**src/rtl/aehl_pkg.sv**
```systemverilog
// constants and types for the axis encoder, home and limit block
`default_nettype none
package aehl_pkg;
  localparam int NAX         = 4;
  localparam int CLK_HZ      = 25_000_000;
  localparam int ENC_MAX_HZ  = 4_000_000;
  localparam int ENC_MIN_CYC = (CLK_HZ + ENC_MAX_HZ - 1) / ENC_MAX_HZ;
  // register byte offsets; count, target and error groups step 4 per axis
  localparam logic [7:0] OFS_CFG  = 8'h00;
  localparam logic [7:0] OFS_ENC  = 8'h04;
  localparam logic [7:0] OFS_CMD  = 8'h08;
  localparam logic [7:0] OFS_HVAL = 8'h0C;
  localparam logic [7:0] OFS_STAT = 8'h10;
  localparam logic [7:0] OFS_SLIP = 8'h14;
  localparam logic [7:0] OFS_GAIN = 8'h18;
  localparam logic [7:0] OFS_POS  = 8'h20;
  localparam logic [7:0] OFS_TGT  = 8'h30;
  localparam logic [7:0] OFS_ERR  = 8'h40;
  // field positions in the config word, each NAX bits wide
  localparam int CF_LIMH  = 0;
  localparam int CF_HSINV = 4;
  localparam int CF_HIDX  = 8;
  localparam int CF_HSTOP = 12;
  localparam int CF_SLIP  = 16;
  localparam int CF_STEP  = 20;
  // encoder wiring word
  localparam int EN_AINV  = 0;
  localparam int EN_SWAP  = 4;
  // command word
  localparam int CM_SEEK  = 0;
  localparam int CM_REV   = 4;
  localparam int CM_ABORT = 8;
  // status word
  localparam int ST_OVERTRAVEL_FLAG  = 0;
  localparam int ST_SLIP  = 4;
  localparam int ST_BUSY  = 8;
  localparam int ST_DRV   = 12;
  // reset values
  localparam logic [31:0] CFG_RST  = 32'h0000_0000;
  localparam logic [31:0] ENC_RST  = 32'h0000_0000;
  localparam logic [31:0] HVAL_RST = 32'h0000_0000;
  localparam logic [31:0] SLIP_RST = 32'h0000_0100;
  localparam logic [7:0]  GAIN_RST = 8'h10;
  localparam logic [1:0]  RESP_OK  = 2'h0;
  localparam logic [1:0]  RESP_DEC = 2'h3;
  typedef enum logic [1:0] {
    HS_IDLE = 2'b00,
    HS_SEEK = 2'b01,
    HS_HALT = 2'b10
  } aehl_home_st_t;
endpackage
`default_nettype wire

```
**src/rtl/aehl_axis.sv**
```systemverilog
// four-axis encoder, limit and home logic with an AXI4-Lite register slave
// Operation
// - limit active kills drive on that axis only
// - limit polarity chosen per axis
// - home seek stops axis on home switch
// - home found loads counter with operand
// - home sense invertable per axis
// - count quadrature edges up to 4 MHz
// - times-four decode, every edge counts
// - switch homing: load, then ramp or stop
// - homing direction, level, response configurable
// - index homing: index, low switch, quadrant
// - index homing ignores home sense inversion
// - phase invert or swap reverses count
// - servo axes drive from filtered error
// - stepper axes correct error after move
// - slip detection selectable in every mode
// - armed slip sets encoder error flag
// - overtravel sets overtravel flag
//
// The AXI4-Lite slave port and the register offsets were decided locally.
`default_nettype none
module aehl_axis
  import aehl_pkg::*;
(
  // clock and reset
  input  wire logic        aclk,
  input  wire logic        aresetn,
  // axi4-lite write
  input  wire logic [7:0]  s_axi_awaddr,
  input  wire logic        s_axi_awvalid,
  output logic             s_axi_awready,
  input  wire logic [31:0] s_axi_wdata,
  input  wire logic [3:0]  s_axi_wstrb,
  input  wire logic        s_axi_wvalid,
  output logic             s_axi_wready,
  output logic [1:0]       s_axi_bresp,
  output logic             s_axi_bvalid,
  input  wire logic        s_axi_bready,
  // axi4-lite read
  input  wire logic [7:0]  s_axi_araddr,
  input  wire logic        s_axi_arvalid,
  output logic             s_axi_arready,
  output logic [31:0]      s_axi_rdata,
  output logic [1:0]       s_axi_rresp,
  output logic             s_axi_rvalid,
  input  wire logic        s_axi_rready,
  // encoder, limit and home inputs, one bit per axis
  input  wire logic [3:0]  enc_a,
  input  wire logic [3:0]  enc_b,
  input  wire logic [3:0]  enc_idx,
  input  wire logic [3:0]  limit_in,
  input  wire logic [3:0]  home_sw,
  input  wire logic [3:0]  move_done,
  // drive side
  output logic [3:0]       drive_en,
  output logic [3:0]       seek_run,
  output logic [3:0]       seek_dir,
  output logic [3:0]       decel_req,
  output logic [3:0]       stop_now,
  output logic [3:0]       corr_req,
  output logic [3:0]       corr_dir,
  output logic [63:0]      servo_out
);

  function automatic logic [31:0] wmask(input logic [31:0] o, input logic [31:0] d,
                                        input logic [3:0] s);
    logic [31:0] r;
    r = o;
    for (int k = 0; k < 4; k++)
      if (s[k]) r[8*k +: 8] = d[8*k +: 8];
    return r;
  endfunction

  // +1 when A leads B, -1 when B leads A, 0 for no or illegal change
  function automatic logic [1:0] qstep(input logic [1:0] p, input logic [1:0] c);
    logic [1:0] r;
    r = 2'h0;
    case ({p, c})
      4'b0010, 4'b1011, 4'b1101, 4'b0100: r = 2'h1;
      4'b0001, 4'b0111, 4'b1110, 4'b1000: r = 2'h3;
      default: r = 2'h0;
    endcase
    return r;
  endfunction

  function automatic logic [31:0] mag(input logic [31:0] v);
    return v[31] ? 32'(-v) : v;
  endfunction

  // 0x1C is the one hole below the top of the map
  function automatic logic amap(input logic [7:0] a);
    return (a[7:4] <= OFS_ERR[7:4]) && !(a[7:4] == OFS_STAT[7:4] && a[3:2] == 2'h3);
  endfunction

  function automatic logic [15:0] sat16(input logic [39:0] v);
    if (!v[39] && v[38:15] != 24'h0) return 16'h7FFF;
    if (v[39] && v[38:15] != 24'hFF_FFFF) return 16'h8000;
    return v[15:0];
  endfunction

  // bus slave and registers
  logic        aw_ok_r, aw_ok_nxt, w_ok_r, w_ok_nxt, bvalid_r, bvalid_nxt;
  logic        rvalid_r, rvalid_nxt;
  logic [7:0]  awaddr_r, awaddr_nxt;
  logic [31:0] wdata_r, wdata_nxt, rdata_r, rdata_nxt;
  logic [3:0]  wstrb_r, wstrb_nxt;
  logic [1:0]  bresp_r, bresp_nxt, rresp_r, rresp_nxt;
  logic [31:0] cfg_r, cfg_nxt, enc_r, enc_nxt, hval_r, hval_nxt, slip_r, slip_nxt;
  logic [7:0]  gain_r, gain_nxt;
  logic [3:0]  overtravel_flag_r, overtravel_flag_nxt, slipf_r, slipf_nxt, cmd_seek, cmd_rev, cmd_abort;
  logic [31:0] tgt_r [NAX];
  logic [31:0] tgt_nxt [NAX];
  logic        wr_fire;
  logic [3:0]  wr_grp, rd_grp;
  logic        wr_hit, rd_hit;
  // axis state
  aehl_home_st_t hs_r [NAX];
  aehl_home_st_t hs_nxt [NAX];
  logic [31:0] cnt_r [NAX];
  logic [31:0] cnt_nxt [NAX];
  logic [31:0] err [NAX];
  logic [1:0]  ab_r [NAX];
  logic [1:0]  ab_nxt [NAX];
  logic [1:0]  ab_cur [NAX];
  logic [1:0]  qs [NAX];
  logic [3:0]  dir_r, dir_nxt, lim_act, home_hit, slip_over;
  logic [3:0]  decel_nxt, stop_nxt, corr_nxt, cdir_nxt, decel_r, stop_r, corr_r, cdir_r;
  logic [63:0] servo_nxt, servo_r;

  assign wr_fire       = aw_ok_r && w_ok_r && !bvalid_r;
  assign wr_grp        = awaddr_r[7:4];
  assign rd_grp        = s_axi_araddr[7:4];
  assign s_axi_awready = !aw_ok_r && !bvalid_r;
  assign s_axi_wready  = !w_ok_r && !bvalid_r;
  assign s_axi_arready = !rvalid_r;
  assign s_axi_bvalid  = bvalid_r;
  assign s_axi_bresp   = bresp_r;
  assign s_axi_rvalid  = rvalid_r;
  assign s_axi_rdata   = rdata_r;
  assign s_axi_rresp   = rresp_r;

  // address and data taken in either order, answer once both are in
  always_comb
  begin
    aw_ok_nxt  = aw_ok_r;
    w_ok_nxt   = w_ok_r;
    awaddr_nxt = awaddr_r;
    wdata_nxt  = wdata_r;
    wstrb_nxt  = wstrb_r;
    bvalid_nxt = bvalid_r;
    bresp_nxt  = bresp_r;
    rvalid_nxt = rvalid_r;
    rdata_nxt  = rdata_r;
    rresp_nxt  = rresp_r;
    wr_hit = amap(awaddr_r);
    rd_hit = amap(s_axi_araddr);
    if (s_axi_awvalid && s_axi_awready)
    begin
      aw_ok_nxt  = 1'b1;
      awaddr_nxt = s_axi_awaddr;
    end
    if (s_axi_wvalid && s_axi_wready)
    begin
      w_ok_nxt  = 1'b1;
      wdata_nxt = s_axi_wdata;
      wstrb_nxt = s_axi_wstrb;
    end
    if (wr_fire)
    begin
      aw_ok_nxt  = 1'b0;
      w_ok_nxt   = 1'b0;
      bvalid_nxt = 1'b1;
      bresp_nxt  = wr_hit ? RESP_OK : RESP_DEC;
    end
    else if (bvalid_r && s_axi_bready)
      bvalid_nxt = 1'b0;
    if (s_axi_arvalid && s_axi_arready)
    begin
      rvalid_nxt = 1'b1;
      rresp_nxt  = rd_hit ? RESP_OK : RESP_DEC;
      rdata_nxt  = 32'h0;
      case (s_axi_araddr)
        OFS_CFG:  rdata_nxt = cfg_r;
        OFS_ENC:  rdata_nxt = enc_r;
        OFS_HVAL: rdata_nxt = hval_r;
        OFS_STAT: rdata_nxt = {16'h0, drive_en, seek_run, slipf_r, overtravel_flag_r};
        OFS_SLIP: rdata_nxt = slip_r;
        OFS_GAIN: rdata_nxt = {24'h0, gain_r};
        default:
        begin
          if (rd_grp == OFS_POS[7:4]) rdata_nxt = cnt_r[s_axi_araddr[3:2]];
          if (rd_grp == OFS_TGT[7:4]) rdata_nxt = tgt_r[s_axi_araddr[3:2]];
          if (rd_grp == OFS_ERR[7:4]) rdata_nxt = err[s_axi_araddr[3:2]];
        end
      endcase
    end
    else if (rvalid_r && s_axi_rready)
      rvalid_nxt = 1'b0;
  end

  // software-written settings; status flags are set by hardware, cleared by writing one
  always_comb
  begin
    cfg_nxt   = cfg_r;
    enc_nxt   = enc_r;
    hval_nxt  = hval_r;
    slip_nxt  = slip_r;
    gain_nxt  = gain_r;
    tgt_nxt   = tgt_r;
    overtravel_flag_nxt  = overtravel_flag_r;
    slipf_nxt = slipf_r;
    cmd_seek  = 4'h0;
    cmd_rev   = 4'h0;
    cmd_abort = 4'h0;
    if (wr_fire)
    begin
      case (awaddr_r)
        OFS_CFG:  cfg_nxt  = wmask(cfg_r, wdata_r, wstrb_r);
        OFS_ENC:  enc_nxt  = wmask(enc_r, wdata_r, wstrb_r);
        OFS_HVAL: hval_nxt = wmask(hval_r, wdata_r, wstrb_r);
        OFS_SLIP: slip_nxt = wmask(slip_r, wdata_r, wstrb_r);
        OFS_GAIN: gain_nxt = wstrb_r[0] ? wdata_r[7:0] : gain_r;
        OFS_CMD:
        begin
          cmd_seek  = wstrb_r[0] ? wdata_r[CM_SEEK +: NAX] : 4'h0;
          cmd_rev   = wstrb_r[0] ? wdata_r[CM_REV +: NAX] : 4'h0;
          cmd_abort = wstrb_r[1] ? wdata_r[CM_ABORT +: NAX] : 4'h0;
        end
        OFS_STAT:
        begin
          overtravel_flag_nxt  = overtravel_flag_r & ~(wstrb_r[0] ? wdata_r[ST_OVERTRAVEL_FLAG +: NAX] : 4'h0);
          slipf_nxt = slipf_r & ~(wstrb_r[0] ? wdata_r[ST_SLIP +: NAX] : 4'h0);
        end
        default:
          if (wr_grp == OFS_TGT[7:4])
            tgt_nxt[awaddr_r[3:2]] = wmask(tgt_r[awaddr_r[3:2]], wdata_r, wstrb_r);
      endcase
    end
    // a set arriving with its clear wins
    overtravel_flag_nxt  = overtravel_flag_nxt | lim_act;
    slipf_nxt = slipf_nxt | (slip_over & cfg_r[CF_SLIP +: NAX]);
  end

  // per-axis decode, homing and error use
  always_comb
  begin
    hs_nxt    = hs_r;
    cnt_nxt   = cnt_r;
    ab_nxt    = ab_r;
    dir_nxt   = dir_r;
    decel_nxt = 4'h0;
    stop_nxt  = 4'h0;
    corr_nxt  = 4'h0;
    cdir_nxt  = cdir_r;
    servo_nxt = 64'h0;
    for (int i = 0; i < NAX; i++)
    begin
      // invert or swap phases to reverse the count; only inverting A moves the home quadrant
      ab_cur[i]  = enc_r[EN_SWAP + i] ? {enc_b[i], enc_a[i] ^ enc_r[EN_AINV + i]}
                                      : {enc_a[i] ^ enc_r[EN_AINV + i], enc_b[i]};
      lim_act[i] = limit_in[i] ~^ cfg_r[CF_LIMH + i];
      // index mode ignores sense inversion: switch low-true only
      home_hit[i] = cfg_r[CF_HIDX + i] ? (enc_idx[i] && !home_sw[i] && ab_cur[i] == 2'b11)
                                       : (home_sw[i] ~^ cfg_r[CF_HSINV + i]);
      err[i]       = 32'(tgt_r[i] - cnt_r[i]);
      slip_over[i] = mag(err[i]) > slip_r;
      ab_nxt[i]    = ab_cur[i];
      // sampled every clock, far above the edge rate needed
      qs[i]      = qstep(ab_r[i], ab_cur[i]);
      cnt_nxt[i] = 32'(cnt_r[i] + {{30{qs[i][1]}}, qs[i]});
      case (hs_r[i])
        HS_IDLE:
          if ((cmd_seek[i] || cmd_rev[i]) && !lim_act[i])
          begin
            hs_nxt[i]  = HS_SEEK;
            dir_nxt[i] = !cmd_rev[i];
          end
        HS_SEEK:
          if (lim_act[i] || cmd_abort[i])
            hs_nxt[i] = HS_IDLE;
          else if (home_hit[i])
          begin
            hs_nxt[i]  = HS_HALT;
            cnt_nxt[i] = hval_r;
            if (cfg_r[CF_HSTOP + i])
              stop_nxt[i] = 1'b1;
            else
              decel_nxt[i] = 1'b1;
          end
        HS_HALT:
          hs_nxt[i] = HS_IDLE;
        default:
          hs_nxt[i] = HS_IDLE;
      endcase
      // stepper correction once the move is over
      if (cfg_r[CF_STEP + i] && move_done[i] && err[i] != 32'h0 && !lim_act[i])
      begin
        corr_nxt[i] = 1'b1;
        cdir_nxt[i] = !err[i][31];
      end
      // servo: proportional filter, zero drive while limit removes excitation
      if (!cfg_r[CF_STEP + i] && !lim_act[i])
        servo_nxt[16*i +: 16] =
          sat16(40'(($signed(err[i]) * $signed({1'b0, gain_r})) >>> 4));
    end
  end

  assign drive_en  = ~lim_act;
  assign decel_req = decel_r;
  assign stop_now  = stop_r;
  assign corr_req  = corr_r;
  assign corr_dir  = cdir_r;
  assign servo_out = servo_r;
  assign seek_dir  = dir_r;
  always_comb
    for (int i = 0; i < NAX; i++)
      seek_run[i] = (hs_r[i] == HS_SEEK);

  always_ff @(posedge aclk)
  begin
    if (!aresetn)
    begin
      aw_ok_r <= 1'b0;  w_ok_r <= 1'b0;  bvalid_r <= 1'b0;  rvalid_r <= 1'b0;
      awaddr_r <= 8'h0;  wdata_r <= 32'h0;  wstrb_r <= 4'h0;  rdata_r <= 32'h0;
      bresp_r <= RESP_OK;  rresp_r <= RESP_OK;
      cfg_r <= CFG_RST;  enc_r <= ENC_RST;  hval_r <= HVAL_RST;  slip_r <= SLIP_RST;
      gain_r <= GAIN_RST;  overtravel_flag_r <= 4'h0;  slipf_r <= 4'h0;  dir_r <= 4'h0;
      decel_r <= 4'h0;  stop_r <= 4'h0;  corr_r <= 4'h0;  cdir_r <= 4'h0;
      servo_r <= 64'h0;
      for (int i = 0; i < NAX; i++)
      begin
        tgt_r[i] <= 32'h0;  cnt_r[i] <= 32'h0;  ab_r[i] <= 2'h0;  hs_r[i] <= HS_IDLE;
      end
    end
    else
    begin
      aw_ok_r <= aw_ok_nxt;  w_ok_r <= w_ok_nxt;  bvalid_r <= bvalid_nxt;
      rvalid_r <= rvalid_nxt;  awaddr_r <= awaddr_nxt;  wdata_r <= wdata_nxt;
      wstrb_r <= wstrb_nxt;  rdata_r <= rdata_nxt;  bresp_r <= bresp_nxt;
      rresp_r <= rresp_nxt;  cfg_r <= cfg_nxt;  enc_r <= enc_nxt;  hval_r <= hval_nxt;
      slip_r <= slip_nxt;  gain_r <= gain_nxt;  overtravel_flag_r <= overtravel_flag_nxt;  slipf_r <= slipf_nxt;
      dir_r <= dir_nxt;  decel_r <= decel_nxt;  stop_r <= stop_nxt;  corr_r <= corr_nxt;
      cdir_r <= cdir_nxt;  servo_r <= servo_nxt;  tgt_r <= tgt_nxt;  cnt_r <= cnt_nxt;
      ab_r <= ab_nxt;  hs_r <= hs_nxt;
    end
  end
endmodule // aehl_axis
`default_nettype wire

```
**config.mk**
```make
export PLATFORM = sky130hd
export DESIGN_NAME = aehl_axis
export DESIGN_NICKNAME = d
export VERILOG_FILES = /design/src/rtl/aehl_pkg.sv /design/src/rtl/aehl_axis.sv
export SDC_FILE = /design/constraint.sdc
export NUM_CORES = 2
export LEC_CHECK = 0
export BUFFER_PORTS_ARGS = -buffer_cell sky130_fd_sc_hd__buf_2
export CAP_MARGIN = 40
export CORE_MARGIN = 2
export CORE_UTILIZATION = 50
export CTS_CLUSTER_DIAMETER = 40
export DETAILED_ROUTE_END_ITERATION = 6
export GPL_TIMING_DRIVEN = 1
export PLACE_DENSITY = 0.66
export SLEW_MARGIN = 20
export SYNTH_ARGS = -nofsm -noshare
export SYNTH_HDL_FRONTEND = slang
export SYNTH_SLANG_ARGS = --single-unit
```
**constraint.sdc**
```tcl
create_clock -name aclk -period 11.8 [get_ports aclk]
set_input_delay 3.54 -clock aclk [delete_from_list [all_inputs] [get_ports aclk]]
set_output_delay 3.54 -clock aclk [all_outputs]
set_load 0.005 [all_outputs]
```
==> out/qor.txt <==
status -> complete, but fails checks
failing checks -> DRC
average size of a mapped cell -> 8.25 µm²
Clock Skews -> 0.0622 ns
post-synthesis sequential area ratio -> 0.148
HP Class -> reg2reg
number of max-slew violations in the final report -> 0
Nets -> 11,151
post-CTS setup buffers -> 0
worst setup margin -> 1.84 ns
initial antenna violation count -> 17
Min-Delay Startpoint -> wdata_r[6]$_SDFFE_PN0P_
async set-reset flop share out of synthesis -> 0
most common cell after layout, fill and taps aside -> inv_1
vias -> 71,173
crit path from -> cnt_r[2]$_SDFF_PN0_
# rows -> 145
vias in the first global route -> 70,934
Final Wtd Congestion -> 1.01
Worst Path Required -> 12.47 ns
post-route cell area -> 0.0865 mm²
Residual DRC -> 3
first-pass GRT wire length -> 424,000 µm
ranking of synthesized cells by area -> fa_1, dfxtp_1, ha_1
DR vias/cell -> 6.07
FF+latch count, synth -> 582
Cell variety after synth -> 98
Worst R2R Setup Slack -> 1.84 ns
FILL cells -> 14,343
CTS root buf -> clkbuf_16
hpwl dp -> 220,000 µm
post-synth top area share -> 0.202
P_leak -> 0.0417 µW
core area -> 0.156 mm²
setup violators final -> 0
DP Worst Slack -> 1.88 ns
RSZ-0062 raised after global routing -> false
share of cells above drive strength 1 -> 0.0889
Inserted Clock Buffers -> 108
FF/Latch Area -> 0.0117 mm²
pwr dens -> 176 mW/mm²
Hold Buf Count CTS -> 0
synthesized area -> 0.0787 mm²
H-tree Lvls -> 3
area grow syn2layout -> 9.97%
Final TNS setup -> 0 ns
grt total ovfl -> 0
Yosys top cell by area -> fa_1
Final period util -> 0.844
critical path's largest stage delay -> 0.74 ns
critical path fanouts, max -> 15
slowest CP cell -> xnor2_1
CTS tree -> built
Final Hold Fails -> 0
FF-to-FF Start -> cnt_r[2]$_SDFF_PN0_
most frequent cells in the layout -> inv_1, nand2_1, fa_1
die area -> 0.160 mm²
Post-synth top flop -> dfxtp_1
CTS Sinks -> 582
I/O pins -> 216
Initial DRC Count -> 6,938
post-place instance area -> 0.0824 mm²
fmax -> 100 MHz
multi-input combinational cell area -> 0.0606 mm²
Reg clk slew, reported paths -> 0.06 ns
wire length per cell -> 23.7 µm
hold slack -> 0.456 ns
Clock Tree Buf Depth -> 3
initial core utilization -> 0.504
Post-Route Utilization -> 0.554
Crit. End Element -> register
EDFF count, synth -> 0
Slew headroom -> 0.262
Max Cap Viol -> 0
All-Layer GR Usage -> 0.342
Yosys warning total -> 0
worst-skew pair later-pin latency -> 0.77 ns
Port Buf Inserts -> 215
Syn Nets -> 11,110
critical path arrival -> 10.63 ns
Syn Inst Count -> 9,535
DRT antenna net count -> 0
chip height -> 401 µm
Detailed Route WL -> 278,000 µm
Worst VDD drop -> 0.000151 V
startpoint types -> register
post_cts resized -> 0
Worst Max-Slew Pin Slew -> 1.11 ns
detailed-router iteration count before antenna repair -> 7
overall die width -> 401 µm
Setup Crit Path Kind -> reg2reg
largest net degree at the start of global routing -> 163
minimum clock period -> 9.96 ns
## metrics by stage
| step | std cells | total power, µW |
|---|---|---|
| 6_report | 11734 | 15200 |
| 5_1_grt | 11731 | 16200 |
| 4_1_cts | 11725 | 15100 |
| 3_3_place_gp | 11498 | 11400 |
| 2_1_floorplan | 9535 | 8550 |
| 3_5_place_dp | 11519 | 11600 |
## power breakdown
group / internal [µW] / total [µW] / switching [µW]
sequential: 2170 / 2480 / 316
combinational: 3520 / 9350 / 5830
clock: 2100 / 3390 / 1290
## worst max-delay path: cells and delay by family, from the launching register on
kind	cells	cell delay (ns)
buf+inv	5	0.55
fa+ha+maj	6	2.80
flops	1	0.51
xor+xnor	2	0.93
compound gates	13	3.97
simple gates	5	1.07
## cell families (layout without fill, tap and decap cells)
group                    count (synthesis)  after routing  synth area share
AO/OA/AOI/OAI                         1906           1906             0.158
XOR/XNOR                               500            500            0.0557
adder cells (fa/ha/maj)               1492           1492             0.313
buffers and inverters                 1757           1894            0.0842
flip-flops                             582            582             0.148
multiplexers                           321            321            0.0610
other                                    0              4                 0
AND/OR/NAND/NOR                       2977           2977             0.180
## synthesized netlist by cell type, drive strengths merged, types with 14 or more instances
master and n:
a2111oi 14, a211oi 210, a21o 225, a21oi 593
a221oi 25, a222oi 14, a22o 19, a22oi 43
a311oi 17, a31oi 56, a41oi 22, and2 481
and3 57, buf 36, clkbuf 458, dfxtp 582
fa 792, ha 700, inv 1263, mux2i 188
mux4 126, nand2 1106, nand2b 88, nand3 135
nand4 86, nor2 652, nor2b 90, nor3 95
nor4 49, o211ai 40, o21a 71, o21ai 311
o21bai 44, o22ai 25, o31a 16, o31ai 43
or2 19, or3 27, or4 22, xnor2 321
xor2 179
## cell type report
| class | count | share of cell area |
|---|---|---|
| repair buffers | 425 | 0.0337 |
| multi-input cells | 7196 | 0.701 |
| clock inverters | 83 | 0.0128 |
| well taps | 2058 | 0.0298 |
| clock buffers | 123 | 0.0331 |
| inverters | 1263 | 0.0549 |
| flip-flops and latches | 582 | 0.135 |
| diodes | 4 | 0.000116 |
## routing by layer
layer / global-route usage / share of wire
met1: 0.458 / 0.41
met4: 0.159 / 0.053
met3: 0.0831 / 0.11
met5: 0 / 0.00053
met2: 0.521 / 0.43
## worst paths after layout
path | end | cells after the start
worst max register to register | servo_out[48]$_SDFF_PN0_ | 31
worst max-delay path | servo_out[48]$_SDFF_PN0_ | 31
worst min-delay path | wdata_r[6]$_SDFFE_PN0P_ | 2
worst min register to register | wdata_r[6]$_SDFFE_PN0P_ | 2
Power figures use the tool's default switching activity.
